$ cat config.mk
export PLATFORM = sky130hd
export DESIGN_NAME = rcm_handler
export DESIGN_NICKNAME = d
export VERILOG_FILES = /design/src/rtl/rcm_pkg.sv /design/src/rtl/rcm_cap_word.sv /design/src/rtl/rcm_handler.sv
export SDC_FILE = /design/constraint.sdc
export NUM_CORES = 1
export LEC_CHECK = 0
export BUFFER_PORTS_ARGS = -buffer_cell sky130_fd_sc_hd__buf_2
export CORE_MARGIN = 2
export CORE_UTILIZATION = 30
export DETAILED_ROUTE_END_ITERATION = 7
export GPL_TIMING_DRIVEN = 0
export PLACE_DENSITY = 0.49
export SKIP_LAST_GASP = 1
export SLEW_MARGIN = 40
export SYNTH_ARGS = -nofsm -noshare
export SYNTH_HDL_FRONTEND = slang
export SYNTH_SLANG_ARGS = --single-unit
export TNS_END_PERCENT = 50
$ cat constraint.sdc
create_clock -name ref_clk_i -period 9.1 [get_ports ref_clk_i]
set_input_delay 0 -clock ref_clk_i [delete_from_list [all_inputs] [get_ports ref_clk_i]]
set_output_delay 0 -clock ref_clk_i [all_outputs]
set_load 0.01 [all_outputs]
$ cat src/rtl/rcm_pkg.sv
package rcm_pkg;

    // ********************************
    // calibration control byte layout
    // ********************************
    localparam int FLAG_PWR = 0;
    localparam int FLAG_TIME = 1;
    localparam int FLAG_SLOT = 2;
    localparam int FLAG_FREQ = 3;
    localparam int FLAG_W = 4;

    // ********************************
    // field byte counts, last index
    // ********************************
    localparam logic [1:0] TIME_LAST = 2'h1;
    localparam logic [1:0] PWR_LAST = 2'h0;
    localparam logic [1:0] SLOT_LAST = 2'h1;
    localparam logic [1:0] FREQ_LAST = 2'h3;
    localparam int SLOT_BITS = 13;

    // ********************************
    // timing
    // ********************************
    localparam int CLK_PERIOD_PS = 5000;
    localparam int TIME_UNIT_NS = 100;
    // nearest whole cycle per step of the time offset
    localparam int TIME_UNIT_CYCLES = (TIME_UNIT_NS * 1000 + CLK_PERIOD_PS / 2) / CLK_PERIOD_PS;

    // ********************************
    // reset and limit values
    // ********************************
    localparam logic [7:0] PWR_RESET = 8'h00;
    localparam logic [7:0] PWR_MAX = 8'hff;

    // ********************************
    // capability word layout
    // ********************************
    localparam int CAP_ENCAP_LSB = 24;
    localparam int CAP_US_LSB = 16;
    localparam int CAP_DS_LSB = 12;
    localparam int CAP_RR_BIT = 6;
    localparam int CAP_FRAG_BIT = 5;
    localparam int CAP_SEC_BIT = 4;
    localparam int CAP_MINI_BIT = 3;
    localparam int CAP_IB_BIT = 1;
    localparam int CAP_OOB_BIT = 0;
    localparam int US_RATE_LSB = 2;
    localparam logic [31:0] CAP_VALID_MASK = 32'h070c_107b;
    localparam logic [31:0] CAP_RESET = 32'h0000_0000;

    typedef enum logic [2:0] {
        RCM_IDLE = 3'b000,
        RCM_TIME = 3'b001,
        RCM_PWR = 3'b010,
        RCM_SLOT = 3'b011,
        RCM_FREQ = 3'b100,
        RCM_REPLY = 3'b101
    } rcm_state_e;

endpackage

$ cat src/rtl/rcm_cap_word.sv
`timescale 1ns/1ps
module rcm_cap_word (
    input wire logic ref_clk_i,
    input wire logic srst_i,
    input wire logic ce_i,
    input wire logic [2:0] encap_flags_i,
    input wire logic [1:0] upstream_rate_flags_i,
    input wire logic downstream_side_channel_rate_flags_i,
    input wire logic resource_request_capable_i,
    input wire logic fragmentation_supported_i,
    input wire logic security_supported_i,
    input wire logic minislots_capable_i,
    input wire logic in_band_signalling_capable_i,
    input wire logic side_channel_signalling_capable_i,
    output logic [31:0] terminal_capability_word_o
);

    typedef struct packed {
        logic [31:0] word;
    } rcm_cap_s;

    rcm_cap_s s_reg;
    rcm_cap_s s_next;

    // ********************************
    // word assembly
    // ********************************
    always_comb begin
        s_next.word = '0;
        // RULE2 encapsulation flags
        s_next.word[rcm_pkg::CAP_ENCAP_LSB +: 3] = encap_flags_i;
        // RULE3 upstream rate flags
        s_next.word[rcm_pkg::CAP_US_LSB + rcm_pkg::US_RATE_LSB +: 2] = upstream_rate_flags_i;
        // RULE4 side channel rate
        s_next.word[rcm_pkg::CAP_DS_LSB] = downstream_side_channel_rate_flags_i;
        // RULE5 resource request flag
        s_next.word[rcm_pkg::CAP_RR_BIT] = resource_request_capable_i;
        // RULE6 fragmentation flag
        s_next.word[rcm_pkg::CAP_FRAG_BIT] = fragmentation_supported_i;
        // RULE7 single capability flags
        s_next.word[rcm_pkg::CAP_SEC_BIT] = security_supported_i;
        s_next.word[rcm_pkg::CAP_MINI_BIT] = minislots_capable_i;
        s_next.word[rcm_pkg::CAP_IB_BIT] = in_band_signalling_capable_i;
        s_next.word[rcm_pkg::CAP_OOB_BIT] = side_channel_signalling_capable_i;
        // RULE20 reserved bits zero
        s_next.word = s_next.word & rcm_pkg::CAP_VALID_MASK;
    end

    always_ff @(posedge ref_clk_i) begin
        if (srst_i) begin
            s_reg.word <= rcm_pkg::CAP_RESET;
        end else if (ce_i) begin
            s_reg <= s_next;
        end
    end

    assign terminal_capability_word_o = s_reg.word;

endmodule

$ cat src/rtl/rcm_handler.sv
// Notes on behaviour
// RULE1 - capability word of 32 bits is offered for the sign-on reply
// RULE2 - encapsulation byte: direct IP, bridging, PPP in bits 0..2, rest reserved
// RULE3 - upstream rate byte: bit 2 low rate, bit 3 double rate, rest reserved
// RULE4 - side channel rate nibble: bit 0 low rate, rest reserved
// RULE5 - resource request flag set only when such requests can be sent
// RULE6 - fragmentation flag set only when 512 byte compound fields are handled
// RULE7 - separate flags for security, minislots, in-band and side channel signalling
// RULE8 - first message byte: bit 3 freq, 2 slot, 1 time, 0 power present
// RULE9 - 16-bit signed time step of 100 ns; positive moves transmission earlier
// RULE10 - time step rounded to whole cycles of the existing clock
// RULE11 - signed power byte times half dB added to current power level
// RULE12 - 32-bit signed frequency offset in hertz loaded and retune strobed
// RULE13 - slot flag set: reply in given slot; clear: ordinary ranging slot
// RULE14 - only the 13 low bits of the slot number are used
// RULE15 - head end places the slot in reservation area with free neighbours
// RULE16 - ranging replies never go out in minislots
// RULE17 - every calibration message produces one reply; a message cut off by a new first byte gets none
// RULE18 - reply byte is the unsigned actual transmit power in half dB steps
// RULE19 - fields follow flag byte: time, power, slot, frequency, high byte first
// RULE20 - reserved capability bits sent as zero, reserved flag bits ignored
`timescale 1ns/1ps
module rcm_handler #(
    parameter int TADV_W = 24
) (
    input wire logic ref_clk_i,
    input wire logic srst_i,
    input wire logic ce_i,
    input wire logic msg_valid_i,
    input wire logic msg_first_i,
    input wire logic [7:0] msg_byte_i,
    input wire logic power_load_i,
    input wire logic [7:0] power_load_value_i,
    input wire logic [2:0] encap_flags_i,
    input wire logic [1:0] upstream_rate_flags_i,
    input wire logic downstream_side_channel_rate_flags_i,
    input wire logic resource_request_capable_i,
    input wire logic fragmentation_supported_i,
    input wire logic security_supported_i,
    input wire logic minislots_capable_i,
    input wire logic in_band_signalling_capable_i,
    input wire logic side_channel_signalling_capable_i,
    output logic [31:0] terminal_capability_word_o,
    output logic busy_o,
    output logic reply_valid_o,
    output logic [7:0] reply_power_o,
    output logic [rcm_pkg::SLOT_BITS-1:0] reply_slot_o,
    output logic reply_slot_assigned_o,
    output logic reply_minislot_o,
    output logic signed [TADV_W-1:0] tx_advance_o,
    output logic time_adjusted_o,
    output logic [7:0] power_level_o,
    output logic signed [31:0] freq_offset_o,
    output logic freq_retune_o
);

    // ********************************
    // parameter check
    // ********************************
    // a full 16-bit step times the cycle count needs 21 bits plus headroom
    generate
        if (TADV_W < 22 || TADV_W > 32) begin : g_bad_width
            $error("TADV_W must be 22 to 32");
        end
    endgenerate

    typedef struct packed {
        rcm_pkg::rcm_state_e st;
        logic [rcm_pkg::FLAG_W-1:0] flags;
        logic [1:0] cnt;
        logic [31:0] shift;
        logic signed [TADV_W-1:0] tadv;
        logic tadj;
        logic [7:0] pwr;
        logic [rcm_pkg::SLOT_BITS-1:0] slot;
        logic slot_sel;
        logic signed [31:0] freq;
        logic retune;
        logic rvalid;
        logic [7:0] rpower;
        logic [rcm_pkg::SLOT_BITS-1:0] rslot;
        logic rsel;
        logic busy;
        logic minislot;
    } rcm_state_s;

    rcm_state_s s_reg;
    rcm_state_s s_next;

    // ********************************
    // field order
    // ********************************
    function automatic rcm_pkg::rcm_state_e pick_next(input logic [rcm_pkg::FLAG_W-1:0] f);
        rcm_pkg::rcm_state_e r;
        r = rcm_pkg::RCM_REPLY;
        // RULE19 field order
        if (f[rcm_pkg::FLAG_TIME]) begin
            r = rcm_pkg::RCM_TIME;
        end else if (f[rcm_pkg::FLAG_PWR]) begin
            r = rcm_pkg::RCM_PWR;
        end else if (f[rcm_pkg::FLAG_SLOT]) begin
            r = rcm_pkg::RCM_SLOT;
        end else if (f[rcm_pkg::FLAG_FREQ]) begin
            r = rcm_pkg::RCM_FREQ;
        end
        return r;
    endfunction

    logic [15:0] field16;
    logic signed [TADV_W-1:0] time_step;
    logic signed [9:0] pwr_sum;
    logic [7:0] pwr_clamped;

    // ********************************
    // arithmetic on the incoming field
    // ********************************
    always_comb begin
        field16 = {s_reg.shift[7:0], msg_byte_i};
        // RULE10 whole cycle step
        time_step = TADV_W'($signed(field16)) * $signed(TADV_W'(rcm_pkg::TIME_UNIT_CYCLES));
        // RULE11 half dB addition
        pwr_sum = $signed({2'b00, s_reg.pwr}) + $signed({{2{msg_byte_i[7]}}, msg_byte_i});
        // saturate rather than wrap so a large step never flips to the opposite end
        if (pwr_sum < 0) begin
            pwr_clamped = rcm_pkg::PWR_RESET;
        end else if (pwr_sum > $signed({2'b00, rcm_pkg::PWR_MAX})) begin
            pwr_clamped = rcm_pkg::PWR_MAX;
        end else begin
            pwr_clamped = pwr_sum[7:0];
        end
    end

    // ********************************
    // message parser
    // ********************************
    always_comb begin
        s_next = s_reg;
        s_next.tadj = 1'b0;
        s_next.retune = 1'b0;
        s_next.rvalid = 1'b0;
        if (power_load_i && s_reg.st == rcm_pkg::RCM_IDLE) begin
            s_next.pwr = power_load_value_i;
        end
        unique case (s_reg.st)
            rcm_pkg::RCM_IDLE: begin
            end
            rcm_pkg::RCM_REPLY: begin
                // RULE17 one reply per message
                s_next.rvalid = 1'b1;
                // RULE18 actual power reported
                s_next.rpower = s_reg.pwr;
                s_next.rslot = s_reg.slot;
                s_next.rsel = s_reg.slot_sel;
                s_next.st = rcm_pkg::RCM_IDLE;
            end
            rcm_pkg::RCM_TIME, rcm_pkg::RCM_PWR, rcm_pkg::RCM_SLOT, rcm_pkg::RCM_FREQ: begin
                if (msg_valid_i && !msg_first_i) begin
                    // RULE19 high byte first
                    s_next.shift = {s_reg.shift[23:0], msg_byte_i};
                    s_next.cnt = s_reg.cnt + 2'h1;
                    unique case (s_reg.st)
                        rcm_pkg::RCM_TIME: begin
                            if (s_reg.cnt == rcm_pkg::TIME_LAST) begin
                                // RULE9 positive step transmits earlier
                                s_next.tadv = s_reg.tadv + time_step;
                                s_next.tadj = 1'b1;
                                s_next.flags[rcm_pkg::FLAG_TIME] = 1'b0;
                            end
                        end
                        rcm_pkg::RCM_PWR: begin
                            if (s_reg.cnt == rcm_pkg::PWR_LAST) begin
                                // RULE11 power update
                                s_next.pwr = pwr_clamped;
                                s_next.flags[rcm_pkg::FLAG_PWR] = 1'b0;
                            end
                        end
                        rcm_pkg::RCM_SLOT: begin
                            if (s_reg.cnt == rcm_pkg::SLOT_LAST) begin
                                // RULE14 low 13 bits only
                                s_next.slot = field16[rcm_pkg::SLOT_BITS-1:0];
                                // RULE13 assigned slot used
                                s_next.slot_sel = 1'b1;
                                s_next.flags[rcm_pkg::FLAG_SLOT] = 1'b0;
                            end
                        end
                        default: begin
                            if (s_reg.cnt == rcm_pkg::FREQ_LAST) begin
                                // RULE12 frequency retune
                                s_next.freq = {s_reg.shift[23:0], msg_byte_i};
                                s_next.retune = 1'b1;
                                s_next.flags[rcm_pkg::FLAG_FREQ] = 1'b0;
                            end
                        end
                    endcase
                    if (s_next.flags != s_reg.flags) begin
                        s_next.cnt = 2'h0;
                        s_next.st = pick_next(s_next.flags);
                    end
                end
            end
            default: begin
                s_next.st = rcm_pkg::RCM_IDLE;
            end
        endcase
        // a new first byte aborts any field in progress
        if (msg_valid_i && msg_first_i) begin
            // RULE8 flag decode
            // RULE20 reserved flag bits dropped
            s_next.flags = msg_byte_i[rcm_pkg::FLAG_W-1:0];
            s_next.cnt = 2'h0;
            s_next.shift = '0;
            // RULE13 default to ordinary slot
            s_next.slot_sel = 1'b0;
            s_next.slot = '0;
            s_next.st = pick_next(msg_byte_i[rcm_pkg::FLAG_W-1:0]);
        end
        // busy kept in its own flop so the output leaves a register, not a compare
        s_next.busy = (s_next.st != rcm_pkg::RCM_IDLE);
        // RULE16 no minislot ranging
        s_next.minislot = 1'b0;
    end

    always_ff @(posedge ref_clk_i) begin
        if (srst_i) begin
            s_reg <= '0;
            s_reg.st <= rcm_pkg::RCM_IDLE;
            s_reg.pwr <= rcm_pkg::PWR_RESET;
        end else if (ce_i) begin
            s_reg <= s_next;
        end
    end

    // ********************************
    // capability word
    // ********************************
    // RULE1 capability word
    rcm_cap_word u_cap (
        .ref_clk_i(ref_clk_i),
        .srst_i(srst_i),
        .ce_i(ce_i),
        .encap_flags_i(encap_flags_i),
        .upstream_rate_flags_i(upstream_rate_flags_i),
        .downstream_side_channel_rate_flags_i(downstream_side_channel_rate_flags_i),
        .resource_request_capable_i(resource_request_capable_i),
        .fragmentation_supported_i(fragmentation_supported_i),
        .security_supported_i(security_supported_i),
        .minislots_capable_i(minislots_capable_i),
        .in_band_signalling_capable_i(in_band_signalling_capable_i),
        .side_channel_signalling_capable_i(side_channel_signalling_capable_i),
        .terminal_capability_word_o(terminal_capability_word_o)
    );

    // ********************************
    // outputs
    // ********************************
    assign busy_o = s_reg.busy;
    assign reply_valid_o = s_reg.rvalid;
    assign reply_power_o = s_reg.rpower;
    assign reply_slot_o = s_reg.rslot;
    assign reply_slot_assigned_o = s_reg.rsel;
    // RULE16 no minislot ranging
    assign reply_minislot_o = s_reg.minislot;
    assign tx_advance_o = s_reg.tadv;
    assign time_adjusted_o = s_reg.tadj;
    assign power_level_o = s_reg.pwr;
    assign freq_offset_o = s_reg.freq;
    assign freq_retune_o = s_reg.retune;

    logic field_byte;
    assign field_byte = ce_i && msg_valid_i && !msg_first_i;
endmodule

; Word-level counts from Yosys, hierarchy flattened
; Index checks and enable logic that the tools add are counted.
[totals]
reg_bits = 149
latch_bits = 0
ramBits = 0
rom_bits = 0
inputBits = 34
out_inout_bits = 123
n_memories = 0
[op_classes]
addsub = 3
multipliers = 1
n_div = 0
n_lt_le_gt_ge = 2
eq_ne = 8
shifts = 0
n_mux = 43
bitwise_logic = 1
reduce_logical = 18
[ops]
columns = op, count
row1 = $mux W121, 1
row2 = $mux W118, 1
row3 = $mux W33, 2
row4 = $mux W25, 2
row5 = $mux W14, 3
row6 = $mux W41, 1
row7 = $mux W8, 5
row8 = $add A24 B22 Y24, 1
row9 = $mux W23, 1
row10 = $mux W3, 7
row11 = $mul A16 B4 Y20 const B, 1
row12 = $mux W1, 18
row13 = $reduce_and A5 Y1, 3
row14 = $add A9 B8 Y10, 1
row15 = $gt A10 B9 Y1 const B, 1
row16 = $lt A10 B1 Y1 const B, 1
row17 = $reduce_bool A2 Y1, 4
row18 = $eq A3 B2 Y1 const B, 2
row19 = $eq A3 B3 Y1 const B, 2
row20 = $pmux W3 S2, 1
row21 = $ne A4 B4 Y1, 1
row22 = $reduce_or A4 Y1, 1
row23 = $eq A3 B1 Y1 const B, 1
row24 = $logic_and A1 B1 Y1, 3
row25 = 12 further kinds, 12

; Logic depth before layout (Yosys ltp)
; Gate-level depths: netlist of run 1.
[logic_depth]
depth_word = 14
mapped_depth = 20
mapped_depth_nobuf = 20

; Hierarchy
; From an unflattened synthesis of run 1, not the netlist that was laid out.
[unflattened]
cells_unflattened = 1139
hier_area_um2 = 9006.1
[by_module_without_submodules]
columns = mod, n_inst, cells_each, area_per_inst_um2, seq_area_each_um2
row1 = rcm_handler, 1, 1080, 8431.8, 2702.6
row2 = rcm_cap_word, 1, 59, 574.3, 240.2

; Least setup slack after synthesis of run 1
; OpenSTA, ideal clock, no wires.
[synth_timing]
kind = register to register
from = register s_reg (netlist bit field16[8])
to = register s_reg (netlist bit tx_advance_o[22])
t_arrival_ns = 3.481
t_required_ns = 8.978
setup_slack_ns = 5.496
stages_incl_launch_ff = 18
n_path_buf = 0
period_less_slack_ns = 3.604
cell_sequence = dfxtp_1 ha_1 ha_1 a2111o_1 nor2_1 a21oi_1 a21o_1 a21oi_1 xnor2_1 ha_1 a21o_1 a21oi_1 o21bai_1 a221o_1 a21o_1 a21oi_1 xor2_1 o21ai_0
[synth_via]
elab_chain_len = 2
[synth_rtl]
columns = element, line_no
row1 = start: declaration, rcm_handler.sv:87  ; rcm_state_s s_reg;
row2 = start signal: assignment, rcm_handler.sv:229  ; s_reg <= s_next;
row3 = $mul A16 B4 Y20, rcm_handler.sv:120  ; time_step = TADV_W'($signed(field16)) * $signed(TADV_W'(rcm_pkg::TIME_UNIT_CYCLES));
row4 = $add A24 B22 Y24, rcm_handler.sv:165  ; s_next.tadv = s_reg.tadv + time_step;
; Every way passes these cells.
; A chain may end at the register's enable or synchronous reset.

; Worst setup path in the final report of run 1
[layout_timing]
from = input msg_byte_i[2]
to = register s_reg (netlist bit tx_advance_o[23])
[layout_via]
elab_chain_len = 2
[layout_rtl]
columns = element, line_no
row1 = start: declaration, rcm_handler.sv:31  ; input wire logic [7:0] msg_byte_i,
row2 = $mul A16 B4 Y20, rcm_handler.sv:120
row3 = $add A24 B22 Y24, rcm_handler.sv:165
; Every way passes these cells.

==> key figures, run 1 <==
STA
  – Final hold violation count: 0
  – Setup TNS: 0 ns
  – Final Cycle Share: 0.504
  – Setup ws final: 4.51 ns
  – Worst hold slack: 0.0928 ns
  – Fin Clk Skew: 0.0121 ns
  – Worst-margin pin slew: 0.745 ns
  – Max Fclk: about 0.22 GHz
  – Max_slew headroom: 0.503
  – Final setup fails: 0
  – RSZ-0062 raised after global routing: no
  – Fin. max-slew vios: 0
  – Minimum clock period: 4.59 ns

Synthesis
  – Syn. warnings: 0
  – Post-synth top area cell: dfxtp_1
  – Most common cell in the netlist: nand2_1
  – Yosys cell types: 63
  – Synth top area share: 0.335
  – Synth Instances: 1127
  – Main area contributors after synthesis: dfxtp_1 (34%), buf_4 (9.2%), ha_1 (9.1%), nand2_1 (8.9%), a21oi_1 (8.5%)
  – Seq cells post-synth: 147
  – Predominant post-synthesis flop cell: dfxtp_1
  – Netlist Area Pre-Place: 8780 um2
  – Post-synthesis async set-or-reset flop share: 0
  – Syn avg cell area: ~7.8 um2
  – Post-synthesis sequential area ratio: 0.335
  – Post-synth top cells: nand2_1 (207), a21oi_1 (149), dfxtp_1 (147), buf_4 (108), nor2_1 (67)
  – EDFF count, synth: 0

Finish
  – Design area: 10900 um2
  – Max FFs per register: 39
  – Multi-input logic area: between 4000 and 5000 um2
  – Layout fillers: 3034
  – Layout cells sized above 1: 0.214
  – Reg area: 2940 um2
  – Non-filler instance count after layout: 1722
  – ANT cells: 0
  – Area Overhead vs Synth: 24.1%
  – Nets: around 1400
  – Final Core Density: 0.378

Routing
  – Drt drc: 0
  – Final ANT Viol Nets: 0
  – Overall routed net length: 26400 um
  – Vias per inst: 4.74
  – Starting DRT DRC Count: 448
  – Pre-Repair DR Iteration Count: 5
  – WL per Instance: 15.4 um
  – Via count: 8169

Global route
  – Largest net degree at the start of global routing: 17
  – Initial antenna violation count: 0
  – Remaining Overflow, GRT: 0
  – Gr usage total: 0.172
  – First-pass GRT wire length: 41500 um
  – Vias in the first global route: 7609

Clocking
  – Root Buffer: clkbuf_16
  – TritonCTS buffer count: 17
  – Clk slew on worst S/H paths: 0.07 ns
  – CTS HTree Levels: 4
  – TritonCTS clock tree: done
  – Post-CTS setup buffers: 0
  – Clock Tree Buf Depth: 2
  – Num Clock Sinks: roughly 150
  – Latest clock arrival within the worst-skew pair: 0.43 ns

Setup path
  – CP Data Arrival Time: roughly 5 ns
  – Worst setup path class: input port to flop
  – CP required: 9.38 ns
  – Crit-path max FO: 8
  – CP endpoint kind: flop
  – Startpoint class of the critical path: input port

Power and ir drop
  – Power density over the cells: between 100 and 150 nW/um2
  – Leakage Power: 4.86 nW
  – Worst VDD drop: 0.0905 mV
  – Internal power: between 1 and 1.5 mW
  – Switch share: 0.275
  – Switching power of the nets: 0.447 mW
  – Final Total Pwr: approximately 1.6 mW
  – Clock power share: 0.474
  – Logic pwr share: 0.122
  – Sequential cell fraction of total power: 0.405

Placement
  – Placed Cells incl. Taps: 1664
  – Routability cong.: 0.864
  – HPWL Detailed: 19800 um
  – Port Buffers: between 100 and 150
  – Pre-CTS WS: ~4.7 ns
  – Cell Area, Placed: 10000 um2

Flow run
  – MaxCap Viol Count: 0

Run status
  – Status: finished, final reports clean

Floorplanning
  – Die X: 175 um
  – Ports: 157
  – Initial core utilization: 0.305
  – Chip Height: 175 um
  – Core area: 28800 um2
  – FP Rows: 62
  – Die area: 30600 um2

Worst hold path
  – Type of the most critical hold path: input port to flop
timing repair:
action | 4_1_cts | 5_1_grt
hold buffers | 26 | 0
gates resized for setup | 0 | 0
hold endpoints to repair | 40 | 0
cells by family after synthesis:
group           after synthesis  share of synthesized area
mux                          16                     0.0182
flops                       147                      0.335
other cells                   1                   0.000427
fa+ha+maj                    67                     0.0981
xor+xnor                     32                     0.0319
buf+inv                     191                      0.130
simple gates                392                      0.195
compound gates              281                      0.192
power groups by stage:
| stage | combinational [mW] | clock [mW] | sequential, mW |
|---|---|---|---|
| 2_1_floorplan | 0.130 | 0 | 0.673 |
| 3_3_place_gp | 0.188 | 0 | 0.673 |
| 3_5_place_dp | 0.189 | 0 | 0.673 |
| 4_1_cts | 0.198 | 0.789 | 0.659 |
| 5_1_grt | 0.220 | 0.817 | 0.659 |
| 6_report | 0.198 | 0.772 | 0.659 |
placed cells by master, fill, tap and decap left out, types with 10 or more instances in the layout:
cell type / synthesis / final
nand2b_1: 10 / 10
nor2b_1: 10 / 10
xnor2_1: 19 / 19
a21oi_1: 149 / 149
mux2i_1: 16 / 16
buf_4: 108 / 108
nor3_1: 11 / 11
nand3_1: 54 / 54
nor2_1: 67 / 67
buf_2: 8 / 139
clkbuf_16: 0 / 17
o21ai_0: 38 / 37
inv_1: 25 / 25
dfxtp_1: 147 / 147
xor2_1: 13 / 13
a21o_1: 17 / 17
ha_1: 64 / 64
nand2_1: 207 / 207
dlygate4sd3_1: 0 / 26
clkbuf_1: 47 / 48
conb_1: 1 / 23
cell type report:
| class | instances | area share |
|---|---|---|
| clock inverters | 13 | 0.0175 |
| repair buffers | 157 | 0.0841 |
| inverters | 25 | 0.00862 |
| multi-input cells | 811 | 0.439 |
| flip-flops and latches | 147 | 0.270 |
| well taps | 384 | 0.0441 |
| clock buffers | 19 | 0.0407 |
| plain buffers | 166 | 0.0960 |
critical path: stages:
cell and delay, ns:
dlygate4sd3_1 0.53, buf_2 0.32, ha_1 0.31, ha_1 0.30, a21o_1 0.18, a21oi_1 0.26, o211ai_1 0.18, a32o_1 0.31
nor2_1 0.20, xnor2_1 0.12, ha_1 0.27, clkbuf_1 0.31, nand3_1 0.17, or3_1 0.33, o21bai_1 0.37, a21oi_1 0.22
and4_1 0.24, a21oi_1 0.12, o2111ai_1 0.12
worst paths after layout:
path,cells past startpoint,slack [ns],end,start
worst min register to register,2,0.45,freq_offset_o[6]$_SDFFE_PP0P_,freq_offset_o[6]$_SDFFE_PP0P_
worst max register to register,16,4.75,tx_advance_o[23]$_SDFFE_PP0P_,field16[8]$_SDFFE_PP0P_
worst min-delay path,5,0.09,power_level_o[7]$_SDFFE_PP0P_,power_load_value_i[7]
worst max-delay path,19,4.51,tx_advance_o[23]$_SDFFE_PP0P_,msg_byte_i[2]
metal layers:
layer | track usage | share of wire
met4 | 0.0507 | 0.014
met2 | 0.275 | 0.45
met5 | 0 | 0
met1 | 0.241 | 0.49
met3 | 0.0242 | 0.041
No activity file was read; power rests on OpenSTA's default activity.
==> inputs of run 2 (changes only) <==
clock period = 4.34 ns   (was 9.1 ns; I/O delays follow)
==> run 2 against run 1 <==
Compared with the run above: global-route usage about the same; die area unchanged; clock power up 110%; setup slack worse by 4.3 ns; largest power group unchanged.
==> key figures, run 2 (same netlist as run 1, synthesis figures left out) <==
STA
  – Setup TNS: 0 ns (unchanged)
  – Final hold violation count: 0 (unchanged)
  – RSZ-0062 raised after global routing: yes
  – Fin. max-slew vios: 0 (unchanged)
  – Final setup fails: 0 (unchanged)
  – Final Cycle Share: 0.941
  – Minimum clock period: 4.08 ns
  – Fin Clk Skew: 0.0130 ns (+0.000956 ns)
  – Worst hold slack: 0.0827 ns (-0.0101 ns)
  – Max_slew headroom: 0.489 (-0.0140)
  – Max Fclk: around 0.24 GHz
  – Worst-margin pin slew: 0.766 ns (+0.0210 ns)

Finish
  – Nets: 1425 (-0.070%)
  – ANT cells: 0 (unchanged)
  – Max FFs per register: 39 (unchanged)
  – Multi-input logic area: 4790 um2 (+0.31%)
  – Layout cells sized above 1: 0.218 (+0.00465)
  – Most common cell after layout, fill and taps aside: nand2_1
  – Design area: 10900 um2 (+0.21%)
  – Final Core Density: 0.379 (+0.000782)
  – Reg area: 2950 um2 (about the same)
  – Area Overhead vs Synth: 24.3%
  – Layout fillers: 3037 (+0.099%)
  – Most frequent cells in the layout: nand2_1 (207), a21oi_1 (146), dfxtp_1 (145)

Clocking
  – Clock Tree Buf Depth: 2 (unchanged)
  – Latest clock arrival within the worst-skew pair: 0.43 ns (about the same)
  – Num Clock Sinks: 147 (unchanged)
  – TritonCTS buffer count: 17 (unchanged)
  – Root Buffer: clkbuf_16
  – TritonCTS clock tree: done
  – Clk slew on worst S/H paths: 0.07 ns (about the same)
  – CTS HTree Levels: 4 (unchanged)

Routing
  – Overall routed net length: 26400 um (about the same)
  – Vias per inst: 4.77 (+0.56%)
  – Final ANT Viol Nets: 0 (unchanged)
  – Via count: 8210 (+0.50%)
  – Pre-Repair DR Iteration Count: 5 (unchanged)
  – Drt drc: 0 (unchanged)
  – Starting DRT DRC Count: 451 (+0.67%)
  – WL per Instance: 15.4 um (about the same)

Global route
  – Largest net degree at the start of global routing: 17 (unchanged)
  – Vias in the first global route: 7599 (-0.13%)
  – Gr usage total: 0.172 (about the same)
  – Initial antenna violation count: 0 (unchanged)
  – First-pass GRT wire length: 41500 um (about the same)
  – Remaining Overflow, GRT: 0 (unchanged)

Power and ir drop
  – Final Total Pwr: 3.42 mW (+110%)
  – Power density over the cells: 313 nW/um2 (+110%)
  – Worst VDD drop: 0.190 mV (+110%)
  – Leakage Power: 4.87 nW (+0.19%)

Setup path
  – CP endpoint kind: flop
  – R2R cell count: 17 (+1)
  – CP Data Arrival Time: 4.40 ns (-0.46 ns)
  – CP required: 4.65 ns (-4.73 ns)
  – Worst setup path class: flop to flop
  – Startpoint class of the critical path: flop
  – Crit-path max FO: 6 (-2)

Placement
  – Cell Area, Placed: 10000 um2 (unchanged)
  – Routability cong.: 0.864 (unchanged)
  – HPWL Detailed: 19800 um (unchanged)
  – Port Buffers: 131 (unchanged)

Floorplanning
  – Die X: 175 um (unchanged)
  – Initial core utilization: 0.305 (unchanged)
  – Chip Height: 175 um (unchanged)
  – Core area: 28800 um2 (unchanged)
  – Ports: 157 (unchanged)
  – FP Rows: 62 (unchanged)
  – Die area: 30600 um2 (unchanged)

Flow run
  – MaxCap Viol Count: 0 (unchanged)

Worst hold path
  – Type of the most critical hold path: input port to flop
  – Hold Crit Depth: 5 (unchanged)

Run status
  – Status: finished, final reports clean
[run 2: what timing repair did]
action                                 4_1_cts  5_1_grt
setup buffers                                0        0
hold buffers                                27        0
endpoints found under the hold margin       40        0
setup endpoints to repair                    0        4
resized for setup                            0        7
[run 2: layout make-up]
class                      count  area share
tap                          384      0.0440
inverter                      25     0.00860
multi-input combinational    811       0.439
buffer                       164      0.0952
timing repair buffer         158      0.0851
clock buffer                  19      0.0406
sequential                   147       0.270
clock inverter                13      0.0174
[run 2: final timing paths]
kind | startpoint | slack [ns] | to
setup / recovery | field16[9]$_SDFFE_PP0P_ | 0.26 | tx_advance_o[22]$_SDFFE_PP0P_
hold / removal | msg_byte_i[2] | 0.08 | s_reg[141]$_SDFFE_PP0P_
setup reg to reg | field16[9]$_SDFFE_PP0P_ | 0.26 | tx_advance_o[22]$_SDFFE_PP0P_
hold reg to reg | freq_offset_o[6]$_SDFFE_PP0P_ | 0.45 | freq_offset_o[6]$_SDFFE_PP0P_
[run 2: critical path: stages, from the launching register on]
cell	delay (ns)
dfxtp_1	0.58
ha_1	0.31
ha_1	0.24
a2111o_1	0.43
nor2_1	0.14
a21oi_2	0.06
a21o_1	0.19
a21oi_1	0.17
xnor2_1	0.15
ha_1	0.31
a21o_1	0.18
a21oi_1	0.15
o21bai_1	0.12
a221o_1	0.37
a21o_1	0.17
a21oi_1	0.14
xor2_1	0.16
o21ai_0	0.08
[run 2: per-layer routing]
layer  up-vias  routed length (um)  global-route usage
met4         0                 381              0.0500
li1       4166                   -                   -
met5         -                   0                   0
met3        23                1090              0.0242
met1      3822               13000               0.241
met2       199               12000               0.274
[run 2: metrics by stage]
stage	setup WS, ns	cells
5_1_grt	-0.0238	1721
2_1_floorplan	0.736	1149
4_1_cts	0.0122	1723
3_5_place_dp	-0.0462	1664
6_report	0.258	1721
3_3_place_gp	-0.0349	1664
[run 2: power breakdown]
group / switching, mW / leakage [nW] / internal (mW)
combinational: 0.253 / 3.37 / 0.165
clock: 0.668 / 0.312 / 0.948
sequential: 0.0159 / 1.19 / 1.37
